$ cat src/design/irq_pkg.sv
// Package with register map, field layout, vectors and bus constants of the interrupt block.
package irq_pkg;

   // ----------------------------------------------------------------------
   // Register map
   // ----------------------------------------------------------------------
   localparam int         ADDR_W       = 8;
   localparam logic [7:0] IDX_CONTROL  = 8'h0b;
   localparam logic [7:0] IDX_STATUS   = 8'h0c;
   localparam logic [7:0] IDX_MASK     = 8'h0d;
   localparam logic [ADDR_W-1:0] ADDR_CONTROL = ADDR_W'({IDX_CONTROL, 2'b00});
   localparam logic [ADDR_W-1:0] ADDR_STATUS  = ADDR_W'({IDX_STATUS, 2'b00});
   localparam logic [ADDR_W-1:0] ADDR_MASK    = ADDR_W'({IDX_MASK, 2'b00});

   // ----------------------------------------------------------------------
   // Control register fields and reset values
   // ----------------------------------------------------------------------
   localparam int        NSRC        = 3;
   localparam int        BIT_GIE     = 0;
   localparam int        EN_LO       = 1;
   localparam int        FLAG_LO     = 4;
   localparam logic [7:0] CONTROL_RESET = 8'h00;
   localparam logic [NSRC-1:0] SRC_NONE  = 3'h0;
   localparam logic [NSRC-1:0] SRC_PIN   = 3'h1;
   localparam logic [NSRC-1:0] SRC_TIMER = 3'h2;
   localparam logic [NSRC-1:0] SRC_CONV  = 3'h4;

   // ----------------------------------------------------------------------
   // Event status bits
   // ----------------------------------------------------------------------
   localparam int EV_W    = 3;
   localparam int EV_ACK  = 0;
   localparam int EV_HELD = 1;
   localparam int EV_WAKE = 2;

   // ----------------------------------------------------------------------
   // Core side
   // ----------------------------------------------------------------------
   localparam int              PC_W        = 12;
   localparam int              STACK_DEPTH = 6;
   localparam logic [PC_W-1:0] VEC_NONE    = 12'h000;
   localparam logic [PC_W-1:0] VEC_PIN     = 12'h004;
   localparam logic [PC_W-1:0] VEC_TIMER   = 12'h008;
   localparam logic [PC_W-1:0] VEC_CONV    = 12'h00c;

   // ----------------------------------------------------------------------
   // AXI4-Lite
   // ----------------------------------------------------------------------
   localparam logic [1:0] RESP_OKAY   = 2'h0;
   localparam logic [1:0] RESP_SLVERR = 2'h2;

   typedef enum logic [1:0] {WR_IDLE = 2'b01, WR_RESP = 2'b10} wr_state_t;
   typedef enum logic [1:0] {RD_IDLE = 2'b01, RD_DATA = 2'b10} rd_state_t;

endpackage

$ cat src/design/stack_if.sv
// Interface between the interrupt controller and its return-address stack.
interface stack_if;
   import irq_pkg::*;
   logic            push;
   logic            pop;
   logic [PC_W-1:0] push_pc;
   logic [PC_W-1:0] top_pc;
   logic            full;
   modport ctrl (output push, output pop, output push_pc, input top_pc, input full);
   modport mem  (input push, input pop, input push_pc, output top_pc, output full);
endinterface

$ cat src/design/return_stack.sv
// Return-address stack with registered read data and a full flag.
module return_stack
   import irq_pkg::*;
#(
   parameter int DEPTH = STACK_DEPTH
) (
   input wire logic clk_sys,
   input wire logic nrst,
   stack_if.mem     stk
);
   localparam int PTR_W = $clog2(DEPTH);
   localparam int CNT_W = $clog2(DEPTH + 1);

   typedef struct packed {
      logic [DEPTH-1:0][PC_W-1:0] mem;
      logic [PTR_W-1:0]           ptr;
      logic [CNT_W-1:0]           count;
      logic [PC_W-1:0]            top;
   } stack_state_t;

   stack_state_t s;
   stack_state_t next_s;

   function automatic logic [PTR_W-1:0] step(input logic [PTR_W-1:0] p, input logic up);
      if (up) return (p == PTR_W'(DEPTH - 1)) ? '0 : p + 1'b1;
      return (p == '0) ? PTR_W'(DEPTH - 1) : p - 1'b1;
   endfunction

   // A push onto a full stack overwrites the oldest entry, as a plain call does.
   always_comb begin
      next_s = s;
      if (stk.push) begin
         next_s.mem[s.ptr] = stk.push_pc;
         next_s.ptr        = step(s.ptr, 1'b1);
         if (s.count != CNT_W'(DEPTH)) next_s.count = s.count + 1'b1;
      end else if (stk.pop) begin
         next_s.ptr = step(s.ptr, 1'b0);
         next_s.top = s.mem[step(s.ptr, 1'b0)];
         if (s.count != '0) next_s.count = s.count - 1'b1;
      end
   end

   always_ff @(posedge clk_sys or negedge nrst) begin
      if (!nrst) begin
         s <= '0;
      end else begin
         s <= next_s;
      end
   end

   assign stk.top_pc = s.top;
   assign stk.full   = (s.count == CNT_W'(DEPTH));

   property p_depth;
      @(posedge clk_sys) disable iff (!nrst) s.count <= CNT_W'(DEPTH);
   endproperty
   a_depth: assert property (p_depth) else $error("stack count beyond depth");

endmodule // return_stack

$ cat src/design/three_source_irq_controller.sv
// Three-source interrupt controller with AXI4-Lite registers and a return stack.
module three_source_irq_controller
   import irq_pkg::*;
(
   input  wire logic              clk_sys,
   input  wire logic              nrst,
   input  wire logic [ADDR_W-1:0] awaddr,
   input  wire logic              awvalid,
   output logic                   awready,
   input  wire logic [31:0]       wdata,
   input  wire logic [3:0]        wstrb,
   input  wire logic              wvalid,
   output logic                   wready,
   output logic [1:0]             bresp,
   output logic                   bvalid,
   input  wire logic              bready,
   input  wire logic [ADDR_W-1:0] araddr,
   input  wire logic              arvalid,
   output logic                   arready,
   output logic [31:0]            rdata,
   output logic [1:0]             rresp,
   output logic                   rvalid,
   input  wire logic              rready,
   output logic                   irq_out,
   input  wire logic              pin_irq_n,
   input  wire logic              timer_overflow,
   input  wire logic              conv_done,
   input  wire logic              phase_two_clock,
   input  wire logic [PC_W-1:0]   pc_in,
   input  wire logic              call_push,
   input  wire logic              return_from_call,
   input  wire logic              return_from_irq,
   input  wire logic              halt_enter,
   output logic                   irq_ack,
   output logic [PC_W-1:0]        irq_vector,
   output logic [PC_W-1:0]        ret_pc,
   output logic                   stack_full,
   output logic                   halted,
   output logic                   wake
);

   // ----------------------------------------------------------------------
   // State
   // ----------------------------------------------------------------------
   typedef struct packed {
      wr_state_t         wst;
      rd_state_t         rst;
      logic              aw_held;
      logic [ADDR_W-1:0] aw_addr;
      logic              w_held;
      logic [31:0]       w_data;
      logic              w_lane0;
      logic [1:0]        bresp;
      logic [31:0]       rdata;
      logic [1:0]        rresp;
      logic              gie;
      logic [NSRC-1:0]   en;
      logic [NSRC-1:0]   flag;
      logic [EV_W-1:0]   ev;
      logic [EV_W-1:0]   mask;
      logic              sync1;
      logic              sync2;
      logic              pin_prev;
      logic              halted;
      logic [NSRC-1:0]   wake_block;
      logic              wake;
      logic              ack;
      logic [PC_W-1:0]   vector;
   } ctrl_state_t;

   ctrl_state_t s;
   ctrl_state_t next_s;

   stack_if stk ();

   return_stack #(
      .DEPTH (STACK_DEPTH)
   ) u_stack (
      .clk_sys (clk_sys),
      .nrst    (nrst),
      .stk     (stk.mem)
   );

   // ----------------------------------------------------------------------
   // Helpers
   // ----------------------------------------------------------------------
   function automatic logic [NSRC-1:0] pick(input logic [NSRC-1:0] pend);
      if (pend[0]) return SRC_PIN;
      if (pend[1]) return SRC_TIMER;
      if (pend[2]) return SRC_CONV;
      return SRC_NONE;
   endfunction

   function automatic logic [PC_W-1:0] vec_of(input logic [NSRC-1:0] sel);
      if (sel == SRC_PIN) return VEC_PIN;
      if (sel == SRC_TIMER) return VEC_TIMER;
      if (sel == SRC_CONV) return VEC_CONV;
      return VEC_NONE;
   endfunction

   function automatic logic mapped(input logic [ADDR_W-1:0] a);
      return (a == ADDR_CONTROL) || (a == ADDR_STATUS) || (a == ADDR_MASK);
   endfunction

   // ----------------------------------------------------------------------
   // Request decision
   // ----------------------------------------------------------------------
   logic [NSRC-1:0] pend;
   logic [NSRC-1:0] sel;
   logic [NSRC-1:0] hw_set;
   logic            pin_fall;
   logic            take;
   logic            held;
   logic            wr_go;
   logic            wake_now;

   assign pin_fall = s.pin_prev && !s.sync2;
   assign hw_set   = {conv_done, timer_overflow, pin_fall};
   assign pend     = s.en & s.flag;
   assign sel      = pick(pend);
   // Sampling only on the phase-two pulse makes a request that lands between
   // two pulses wait for the later one.
   assign take     = phase_two_clock && s.gie && (|pend) && !stk.full;
   assign held     = phase_two_clock && s.gie && (|pend) && stk.full;
   assign wr_go    = (s.wst == WR_IDLE) && s.aw_held && s.w_held;
   assign wake_now = s.halted && |(hw_set & ~s.wake_block);

   // ----------------------------------------------------------------------
   // Next state
   // ----------------------------------------------------------------------
   always_comb begin
      next_s      = s;
      next_s.ack  = 1'b0;
      next_s.wake = 1'b0;

      // Only the second stage looks at the first.
      next_s.sync1    = pin_irq_n;
      next_s.sync2    = s.sync1;
      next_s.pin_prev = s.sync2;

      if (awvalid && awready) begin
         next_s.aw_held = 1'b1;
         next_s.aw_addr = awaddr;
      end
      if (wvalid && wready) begin
         next_s.w_held  = 1'b1;
         next_s.w_data  = wdata;
         next_s.w_lane0 = wstrb[0];
      end

      case (s.wst)
         WR_IDLE: begin
            if (wr_go) begin
               next_s.wst     = WR_RESP;
               next_s.aw_held = 1'b0;
               next_s.w_held  = 1'b0;
               next_s.bresp   = mapped(s.aw_addr) ? RESP_OKAY : RESP_SLVERR;
            end
         end
         WR_RESP: begin
            if (bready) next_s.wst = WR_IDLE;
         end
         default: next_s.wst = WR_IDLE;
      endcase

      if (wr_go && s.w_lane0) begin
         if (s.aw_addr == ADDR_CONTROL) begin
            next_s.gie  = s.w_data[BIT_GIE];
            next_s.en   = s.w_data[EN_LO +: NSRC];
            next_s.flag = s.w_data[FLAG_LO +: NSRC];
         end else if (s.aw_addr == ADDR_STATUS) begin
            next_s.ev = s.ev & ~s.w_data[EV_W-1:0];
         end else if (s.aw_addr == ADDR_MASK) begin
            next_s.mask = s.w_data[EV_W-1:0];
         end
      end

      case (s.rst)
         RD_IDLE: begin
            if (arvalid) begin
               next_s.rst   = RD_DATA;
               next_s.rresp = RESP_OKAY;
               if (araddr == ADDR_CONTROL) begin
                  next_s.rdata = 32'(s.flag) << FLAG_LO | 32'(s.en) << EN_LO
                                 | 32'(s.gie);
               end else if (araddr == ADDR_STATUS) begin
                  next_s.rdata = 32'(s.ev);
               end else if (araddr == ADDR_MASK) begin
                  next_s.rdata = 32'(s.mask);
               end else begin
                  next_s.rdata = 32'h0000_0000;
                  next_s.rresp = RESP_SLVERR;
               end
            end
         end
         RD_DATA: begin
            if (rready) next_s.rst = RD_IDLE;
         end
         default: next_s.rst = RD_IDLE;
      endcase

      if (return_from_irq) next_s.gie = 1'b1;

      if (take) begin
         next_s.gie    = 1'b0;
         next_s.flag   = next_s.flag & ~sel;
         next_s.ack    = 1'b1;
         next_s.vector = vec_of(sel);
      end

      // Hardware sets come last so that they beat any clear in the same cycle.
      next_s.flag = next_s.flag | hw_set;

      if (halt_enter && !s.halted) begin
         next_s.halted     = 1'b1;
         next_s.wake_block = s.flag;
      end else if (wake_now) begin
         next_s.halted = 1'b0;
         next_s.wake   = 1'b1;
      end

      next_s.ev = next_s.ev | ({EV_W{1'b0}}
                  | (EV_W'(take) << EV_ACK)
                  | (EV_W'(held) << EV_HELD)
                  | (EV_W'(wake_now) << EV_WAKE));
   end

   always_ff @(posedge clk_sys or negedge nrst) begin
      if (!nrst) begin
         s            <= '0;
         s.wst        <= WR_IDLE;
         s.rst        <= RD_IDLE;
         s.gie        <= CONTROL_RESET[BIT_GIE];
         s.en         <= CONTROL_RESET[EN_LO +: NSRC];
         s.flag       <= CONTROL_RESET[FLAG_LO +: NSRC];
         s.sync1      <= 1'b1;
         s.sync2      <= 1'b1;
         s.pin_prev   <= 1'b1;
      end else begin
         s <= next_s;
      end
   end

   // ----------------------------------------------------------------------
   // Outputs and stack hookup
   // ----------------------------------------------------------------------
   // Only the program counter goes onto the stack; the core saves the rest.
   assign stk.push    = take || call_push;
   assign stk.push_pc = pc_in;
   assign stk.pop     = (return_from_call || return_from_irq) && !take;

   assign awready    = !s.aw_held && (s.wst == WR_IDLE);
   assign wready     = !s.w_held && (s.wst == WR_IDLE);
   assign bvalid     = (s.wst == WR_RESP);
   assign bresp      = s.bresp;
   assign arready    = (s.rst == RD_IDLE);
   assign rvalid     = (s.rst == RD_DATA);
   assign rdata      = s.rdata;
   assign rresp      = s.rresp;
   assign irq_out    = |(s.ev & s.mask);
   assign irq_ack    = s.ack;
   assign irq_vector = s.vector;
   assign ret_pc     = stk.top_pc;
   assign stack_full = stk.full;
   assign halted     = s.halted;
   assign wake       = s.wake;

   // ----------------------------------------------------------------------
   // Assertions
   // ----------------------------------------------------------------------
   property p_pin_vec;
      @(posedge clk_sys) disable iff (!nrst)
         take && pend[0] |=> irq_ack && irq_vector == VEC_PIN && !s.gie
                             && (!s.flag[0] || $past(pin_fall));
   endproperty
   a_pin_vec: assert property (p_pin_vec) else $error("pin vector wrong");

   property p_timer_vec;
      @(posedge clk_sys) disable iff (!nrst)
         take && !pend[0] && pend[1] |=> irq_ack && irq_vector == VEC_TIMER && !s.gie;
   endproperty
   a_timer_vec: assert property (p_timer_vec) else $error("timer vector wrong");

   property p_conv_vec;
      @(posedge clk_sys) disable iff (!nrst)
         take && pend == SRC_CONV |=> irq_ack && irq_vector == VEC_CONV && !s.gie;
   endproperty
   a_conv_vec: assert property (p_conv_vec) else $error("converter vector wrong");

   property p_ack_gate;
      @(posedge clk_sys) disable iff (!nrst)
         !phase_two_clock || !s.gie || stk.full |=> !irq_ack;
   endproperty
   a_ack_gate: assert property (p_ack_gate) else $error("acknowledge not gated");

   property p_pin_edge;
      @(posedge clk_sys) disable iff (!nrst)
         s.pin_prev && !s.sync2 |=> s.flag[0];
   endproperty
   a_pin_edge: assert property (p_pin_edge) else $error("pin edge not flagged");

   property p_flag_hold;
      @(posedge clk_sys) disable iff (!nrst)
         s.flag[1] && !take && !wr_go |=> s.flag[1];
   endproperty
   a_flag_hold: assert property (p_flag_hold) else $error("flag dropped");

   property p_return_from_irq;
      @(posedge clk_sys) disable iff (!nrst)
         return_from_irq && !take && !wr_go |=> s.gie;
   endproperty
   a_return_from_irq: assert property (p_return_from_irq) else $error("irq return left gie clear");

   property p_ret_keep;
      @(posedge clk_sys) disable iff (!nrst)
         return_from_call && !return_from_irq && !take && !wr_go |=> s.gie == $past(s.gie);
   endproperty
   a_ret_keep: assert property (p_ret_keep) else $error("call return changed gie");

   property p_push;
      @(posedge clk_sys) disable iff (!nrst)
         take |-> stk.push && stk.push_pc == pc_in && !stk.pop;
   endproperty
   a_push: assert property (p_push) else $error("acknowledge without push");

   property p_wake;
      @(posedge clk_sys) disable iff (!nrst)
         s.halted && |(hw_set & ~s.wake_block) |=> wake && !s.halted;
   endproperty
   a_wake: assert property (p_wake) else $error("wake missed");

   property p_bit7;
      @(posedge clk_sys) disable iff (!nrst)
         rvalid |-> rdata[31:7] == 25'h000_0000;
   endproperty
   a_bit7: assert property (p_bit7) else $error("upper bits not zero");

endmodule // three_source_irq_controller

$ cat config.mk
export PLATFORM = sky130hd
export DESIGN_NAME = three_source_irq_controller
export DESIGN_NICKNAME = d
export VERILOG_FILES = /design/src/design/irq_pkg.sv /design/src/design/stack_if.sv /design/src/design/return_stack.sv /design/src/design/three_source_irq_controller.sv
export SDC_FILE = /design/constraint.sdc
export NUM_CORES = 1
export LEC_CHECK = 0
export BUFFER_PORTS_ARGS = -buffer_cell sky130_fd_sc_hd__buf_2
export CORE_MARGIN = 2
export CORE_UTILIZATION = 40
export CTS_BUF_LIST = sky130_fd_sc_hd__clkbuf_8
export CTS_CLUSTER_DIAMETER = 40
export CTS_CLUSTER_SIZE = 8
export DETAILED_ROUTE_END_ITERATION = 12
export PLACE_DENSITY_LB_ADDON = 0.08
export RECOVER_POWER = 50
export SLEW_MARGIN = 25
export SYNTH_ARGS = -nofsm -noshare
export SYNTH_HDL_FRONTEND = slang
export SYNTH_SLANG_ARGS = --single-unit
$ cat constraint.sdc
create_clock -name clk_sys -period 4.7 [get_ports clk_sys]
set_clock_uncertainty 0.15 [all_clocks]
set_input_delay 1.175 -clock clk_sys [delete_from_list [all_inputs] [get_ports clk_sys]]
set_output_delay 1.175 -clock clk_sys [all_outputs]
set_load 0.05 [all_outputs]
==> Word level (Yosys, flattened, before mapping) <==
Index checks and enable logic that the tools add are counted.
{ "totals": {"regBits": 207, "input_bits": 79, "out_inout_bits": 70, "elab_cells": 195} }
{ "op_classes": {"addsub": 4, "magnitude_cmp": 3, "eq_ne": 21, "mux": 73, "bitwise": 17, "n_reduce_logical": 45} }
{ "op_table": {"columns": ["operator", "n"], "rows": [
  ["$mux 12", 8],
  ["$bwmux 72", 1],
  ["$mux 3", 17],
  ["$eq 8x6->1 const B", 6],
  ["$bmux 12 s3", 1],
  ["$demux 12 s3", 1],
  ["$mux 34", 1],
  ["$mux 32", 1],
  ["$mux 1", 26],
  ["$mux 13", 2],
  ["$mux 18", 1],
  ["$logic_and 1x1->1", 16],
  ["$mux 2", 8],
  ["$and 3x3->3", 5],
  ["$reduce_and 2->1", 7],
  ["$mux 6", 2],
  ["$eq 3x3->1 const B", 3],
  ["$mux 9", 1],
  ["$not 3->3", 3],
  ["$reduce_bool 3->1", 3],
  ["$reduce_or 3->1", 3],
  ["$lt 3x4->1 const B", 2],
  ["$pmux 2 s2", 2],
  ["$mux 7", 1],
  ["other kinds (22)", 42]
]} }

==> Longest topological paths before layout <==
{ "logic_depth": {"depth_word": 20, "mapped_depth": 10, "depth_no_buf": 6} }

==> Hierarchy <==
A second synthesis with hierarchy kept.
{ "hier_totals": {"cells_unflattened": 578, "area_unflattened_um2": 7046.8} }
{ "modules_own_cells": {"columns": ["module", "n_inst", "cells_per_inst", "area_each_um2", "seq_area_each_um2"], "rows": [
  ["return_stack", 1, 346, 4371.7, 2252.2],
  ["three_source_irq_controller", 1, 232, 2675.1, 1382.6]
]} }

==> Worst setup path before layout <==
No wires, ideal clock.
{ "synth_path": {"kind": "in2reg", "from": "input port araddr[0]", "to": "register s, in the netlist rdata[0]", "arrival_time_ns": 2.652, "required_ns": 4.465, "path_slack_ns": 1.813, "path_stages": 4, "path_buffers": 0, "path_cell_list": "or4b_2 -> nor4_2 -> a22oi_1 -> o21ai_0"} }
{ "synth_between": {"elab_chain_cells": 4, "elab_cells_between_ends": 6} }
{ "synth_lines": {"columns": ["element", "line_no", "text"], "rows": [
  ["start: declaration", "three_source_irq_controller.sv:17", "input wire logic [ADDR_W-1:0] araddr,"],
  ["$eq 8x6->1", "three_source_irq_controller.sv:188", "end else if (araddr == ADDR_MASK) begin"],
  ["$mux 3", "three_source_irq_controller.sv:188", null],
  ["$mux 3", "three_source_irq_controller.sv:186", "end else if (araddr == ADDR_STATUS) begin"],
  ["$mux 32 *", "three_source_irq_controller.sv:183", "if (araddr == ADDR_CONTROL) begin"],
  ["end signal: assignment", "three_source_irq_controller.sv:240", "s <= next_s;"],
  ["end: declaration", "three_source_irq_controller.sv:71", "ctrl_state_t s;"]
]} }
Every way passes the cells marked *; elsewhere a longest branch is shown, timed or not.
A chain may end at the register's enable or synchronous reset.

==> Worst setup path in the final report <==
{ "layout_path": {"from": "register u_stack.s[12] (netlist name)", "to": "output port stack_full"} }
{ "layout_between": {"elab_chain_cells": 1} }
{ "layout_lines": {"columns": ["element", "line_no", "text"], "rows": [
  ["start: declaration", "return_stack.sv:21", "stack_state_t s;"],
  ["start signal: assignment", "return_stack.sv:47", "s <= next_s;"],
  ["$eq 3x3->1", "return_stack.sv:52", "assign stk.full = (s.count == CNT_W'(DEPTH));"],
  ["end: declaration", "three_source_irq_controller.sv:37", "output logic stack_full,"]
]} }
Every way passes these cells.

==> impl_metrics.env <==
export IMPL_status="finished, violations left"
export IMPL_violations="capacitance limit, slew limit"
export IMPL_grt_pass1_vias=5042
export IMPL_drt_vias_per_instance=5.28
export IMPL_cts_root_buf="clkbuf_8"
export IMPL_gp_congestion=0.784
export IMPL_rows=49
export IMPL_drt_wl_total_um=17100
export IMPL_route_detailed_drc=0
export IMPL_async_reset_ff_frac=1.00
export IMPL_rsz0062_at_grt="false"
export IMPL_grt_ovfl_total=0
export IMPL_place_ws_ns=1.24
export IMPL_clk_pin_slew_ns=0.09
export IMPL_synth_area_leaders="dfrtp_1, mux2_2, buf_4"
export IMPL_fmax_ghz=0.311
export IMPL_worstSetupPathType="reg -> out"
export IMPL_crit_required_ns=3.38
export IMPL_antenna_cells=0
export IMPL_syn_area_mm2=0.00722
export IMPL_cap_violations=1
export IMPL_worstMarginPinSlew_ns=2.13
export IMPL_dpl_hpwl_um=11400
export IMPL_fillCellCount=1632
export IMPL_cts_num_sinks=145
export IMPL_dieWidth_um=138
export IMPL_synth_cell_types=54
export IMPL_syn_area_per_cell_um2=11.6
export IMPL_ctsLongestPathBuffers=2
export IMPL_place_area_mm2=0.00763
export IMPL_drive_above_1_share=0.369
export IMPL_synth_top_area_frac=0.485
export IMPL_antenna_found_initial=0
export IMPL_htree_levels=4
export IMPL_vias=4891
export IMPL_p_leak_nw=3.74
export IMPL_max_slew_margin=-0.423
export IMPL_critPathArrivalTime_ns=1.89
export IMPL_final_nets=768
export IMPL_timing_final_crit_period_ns=3.22
export IMPL_final_setup_tns_ns=0
export IMPL_grt_max_degree=84
export IMPL_clock_latency_ns=0.45
export IMPL_syn_inst=621
export IMPL_track_usage=0.186
export IMPL_die_y_um=138
export IMPL_grt_pass1_wl_um=27800
export IMPL_powerDensity_mw_per_mm2=696
export IMPL_hold_viol=0
export IMPL_core_area_mm2=0.0178
export IMPL_yosysSeqAreaShare=0.503
export IMPL_post_cts_buffers=0
export IMPL_synth_edf_count=0
export IMPL_wire_per_inst_um=18.5
export IMPL_ios=149
export IMPL_final_cell_area_mm2=0.00809
export IMPL_end_kind="output port"
export IMPL_ant_nets=0
export IMPL_ctsHoldBuffers=0
export IMPL_initial_core_util=0.405
export IMPL_cts_buffers_inserted=17
export IMPL_synth_ff_type="dfrtp_1"
export IMPL_synth_top_cell_by_area="dfrtp_1"
export IMPL_peakVddDrop_v=0.000336
export IMPL_ctsResizeCount=0
export IMPL_dieArea_mm2=0.0191
export IMPL_cts_tree="built"
export IMPL_setup_viol=0
export IMPL_synth_seq_cells=145
export IMPL_postLayoutSetupSlackWorst_ns=1.48
export IMPL_area_growth_pct=12.0
export IMPL_hold_class="reg -> reg"
export IMPL_drt_pass1_iter_count=5
export IMPL_io_buffers=83
export IMPL_path_max_fanout=9
export IMPL_slew_viol_final=83
export IMPL_start_kind="flop"
export IMPL_yosys_warnings=0
export IMPL_drtIter0Drc=332
export IMPL_period_share=0.684
-- state kept, by name, indices dropped and copies added, names as in the netlist, 2 cells and up --
register,flops
rdata,7
s,39
irq_vector,2
next_s,2
u_stack.stk.top_pc,12
u_stack.s,78
-- cells by family after synthesis --
family / Yosys count / share of synthesized area
multiplexers: 112 / 0.174
AND/OR/NAND/NOR: 115 / 0.101
XOR/XNOR: 1 / 0.00121
buffers and inverters: 125 / 0.0983
flip-flops: 145 / 0.503
other: 1 / 0.000519
adder cells (fa/ha/maj): 5 / 0.00866
AO/OA/AOI/OAI: 117 / 0.113
-- power breakdown --
part	internal (mW)	switching (mW)
Combinational	0.989	1.41
Clock	0.597	0.524
Sequential	1.78	0.333
Total	3.36	2.26
-- per-layer routing --
| metal | routed length [um] | vias up | part of all wire | global-route usage |
|---|---|---|---|---|
| li1 | - | 2278 | - | - |
| met1 | 8070 | 2468 | 0.47 | 0.260 |
| met2 | 7990 | 133 | 0.47 | 0.290 |
| met3 | 885 | 12 | 0.052 | 0.0457 |
| met4 | 187 | 0 | 0.011 | 0.0521 |
| met5 | 0 | - | 0 | 0 |
-- layout by cell type (no fill, tap or decap), drive strengths merged, types with 2 or more instances in the layout --
cell    Yosys  layout
dfrtp     140     140
mux2      109     109
buf        68      97
inv        32      40
conb        1      37
a21oi      28      28
nand2      25      25
nor2       25      25
clkbuf     25      21
o21ai      18      18
o31ai      18      18
and4b      13      13
a211oi     13      13
nor4bb     12      12
a41o       12      12
nor4        8       8
nand2b      6       6
ha          5       5
dfstp       5       5
nand4       4       4
o21a        4       4
a22oi       4       4
bufinv      0       4
and2        4       4
nand3       3       3
o22ai       3       3
mux2i       3       3
nor2b       3       3
nor3        3       3
a222oi      2       2
o41ai       2       2
a311o       2       2
clkinv      0       2
o31a        2       2
-- synth_stat cells, drive strengths merged, types with 2 or more instances --
master and count:
dfrtp 140, mux2 109, buf 68, inv 32, a21oi 28, clkbuf 25, nand2 25, nor2 25
o21ai 18, o31ai 18, a211oi 13, and4b 13, a41o 12, nor4bb 12, nor4 8, nand2b 6
dfstp 5, ha 5, a22oi 4, and2 4, nand4 4, o21a 4, mux2i 3, nand3 3
nor2b 3, nor3 3, o22ai 3, a222oi 2, a311o 2, o31a 2, o41ai 2
-- layout make-up --
type | instances | area (um^2) | area share
multi-input combinational | 387 | 3030 | 0.375
inverter | 32 | 120 | 0.0149
clock buffer | 17 | 234 | 0.0289
clock inverter | 15 | 220 | 0.0272
timing repair buffer | 101 | 558 | 0.0690
sequential | 145 | 3630 | 0.449
tap | 229 | 287 | 0.0354
-- critical path, stage by stage (launching register included) --
cell,delay (ns)
dfrtp_1,0.41
inv_1,0.12
ha_1,0.19
and2_1,0.38
buf_2,0.35
-- worst paths after layout --
path,start,endpoint,slack (ns),depth (start not counted)
max,u_stack.s[12],stack_full,1.48,4
min in group asynchronous,nrst,s[116],1.15,1
min,next_s[19],next_s[18],0.21,0
min reg2reg,next_s[19],next_s[18],0.21,0
max reg2reg,u_stack.s[16],u_stack.stk.top_pc[5],1.57,5
max in group asynchronous,nrst,s[113],1.94,2
-- per-stage QoR --
step,util,hold WS (ns),power [mW],cells
finish,0.453,0.214,5.63,926
global route,0.453,0.223,5.99,926
CTS,0.453,0.211,5.68,925
detailed placement,0.428,0.197,4.54,893
global placement,0.428,0.196,4.45,893
floorplan,-,0.195,3.99,657
No activity file was read; power rests on OpenSTA's default activity.
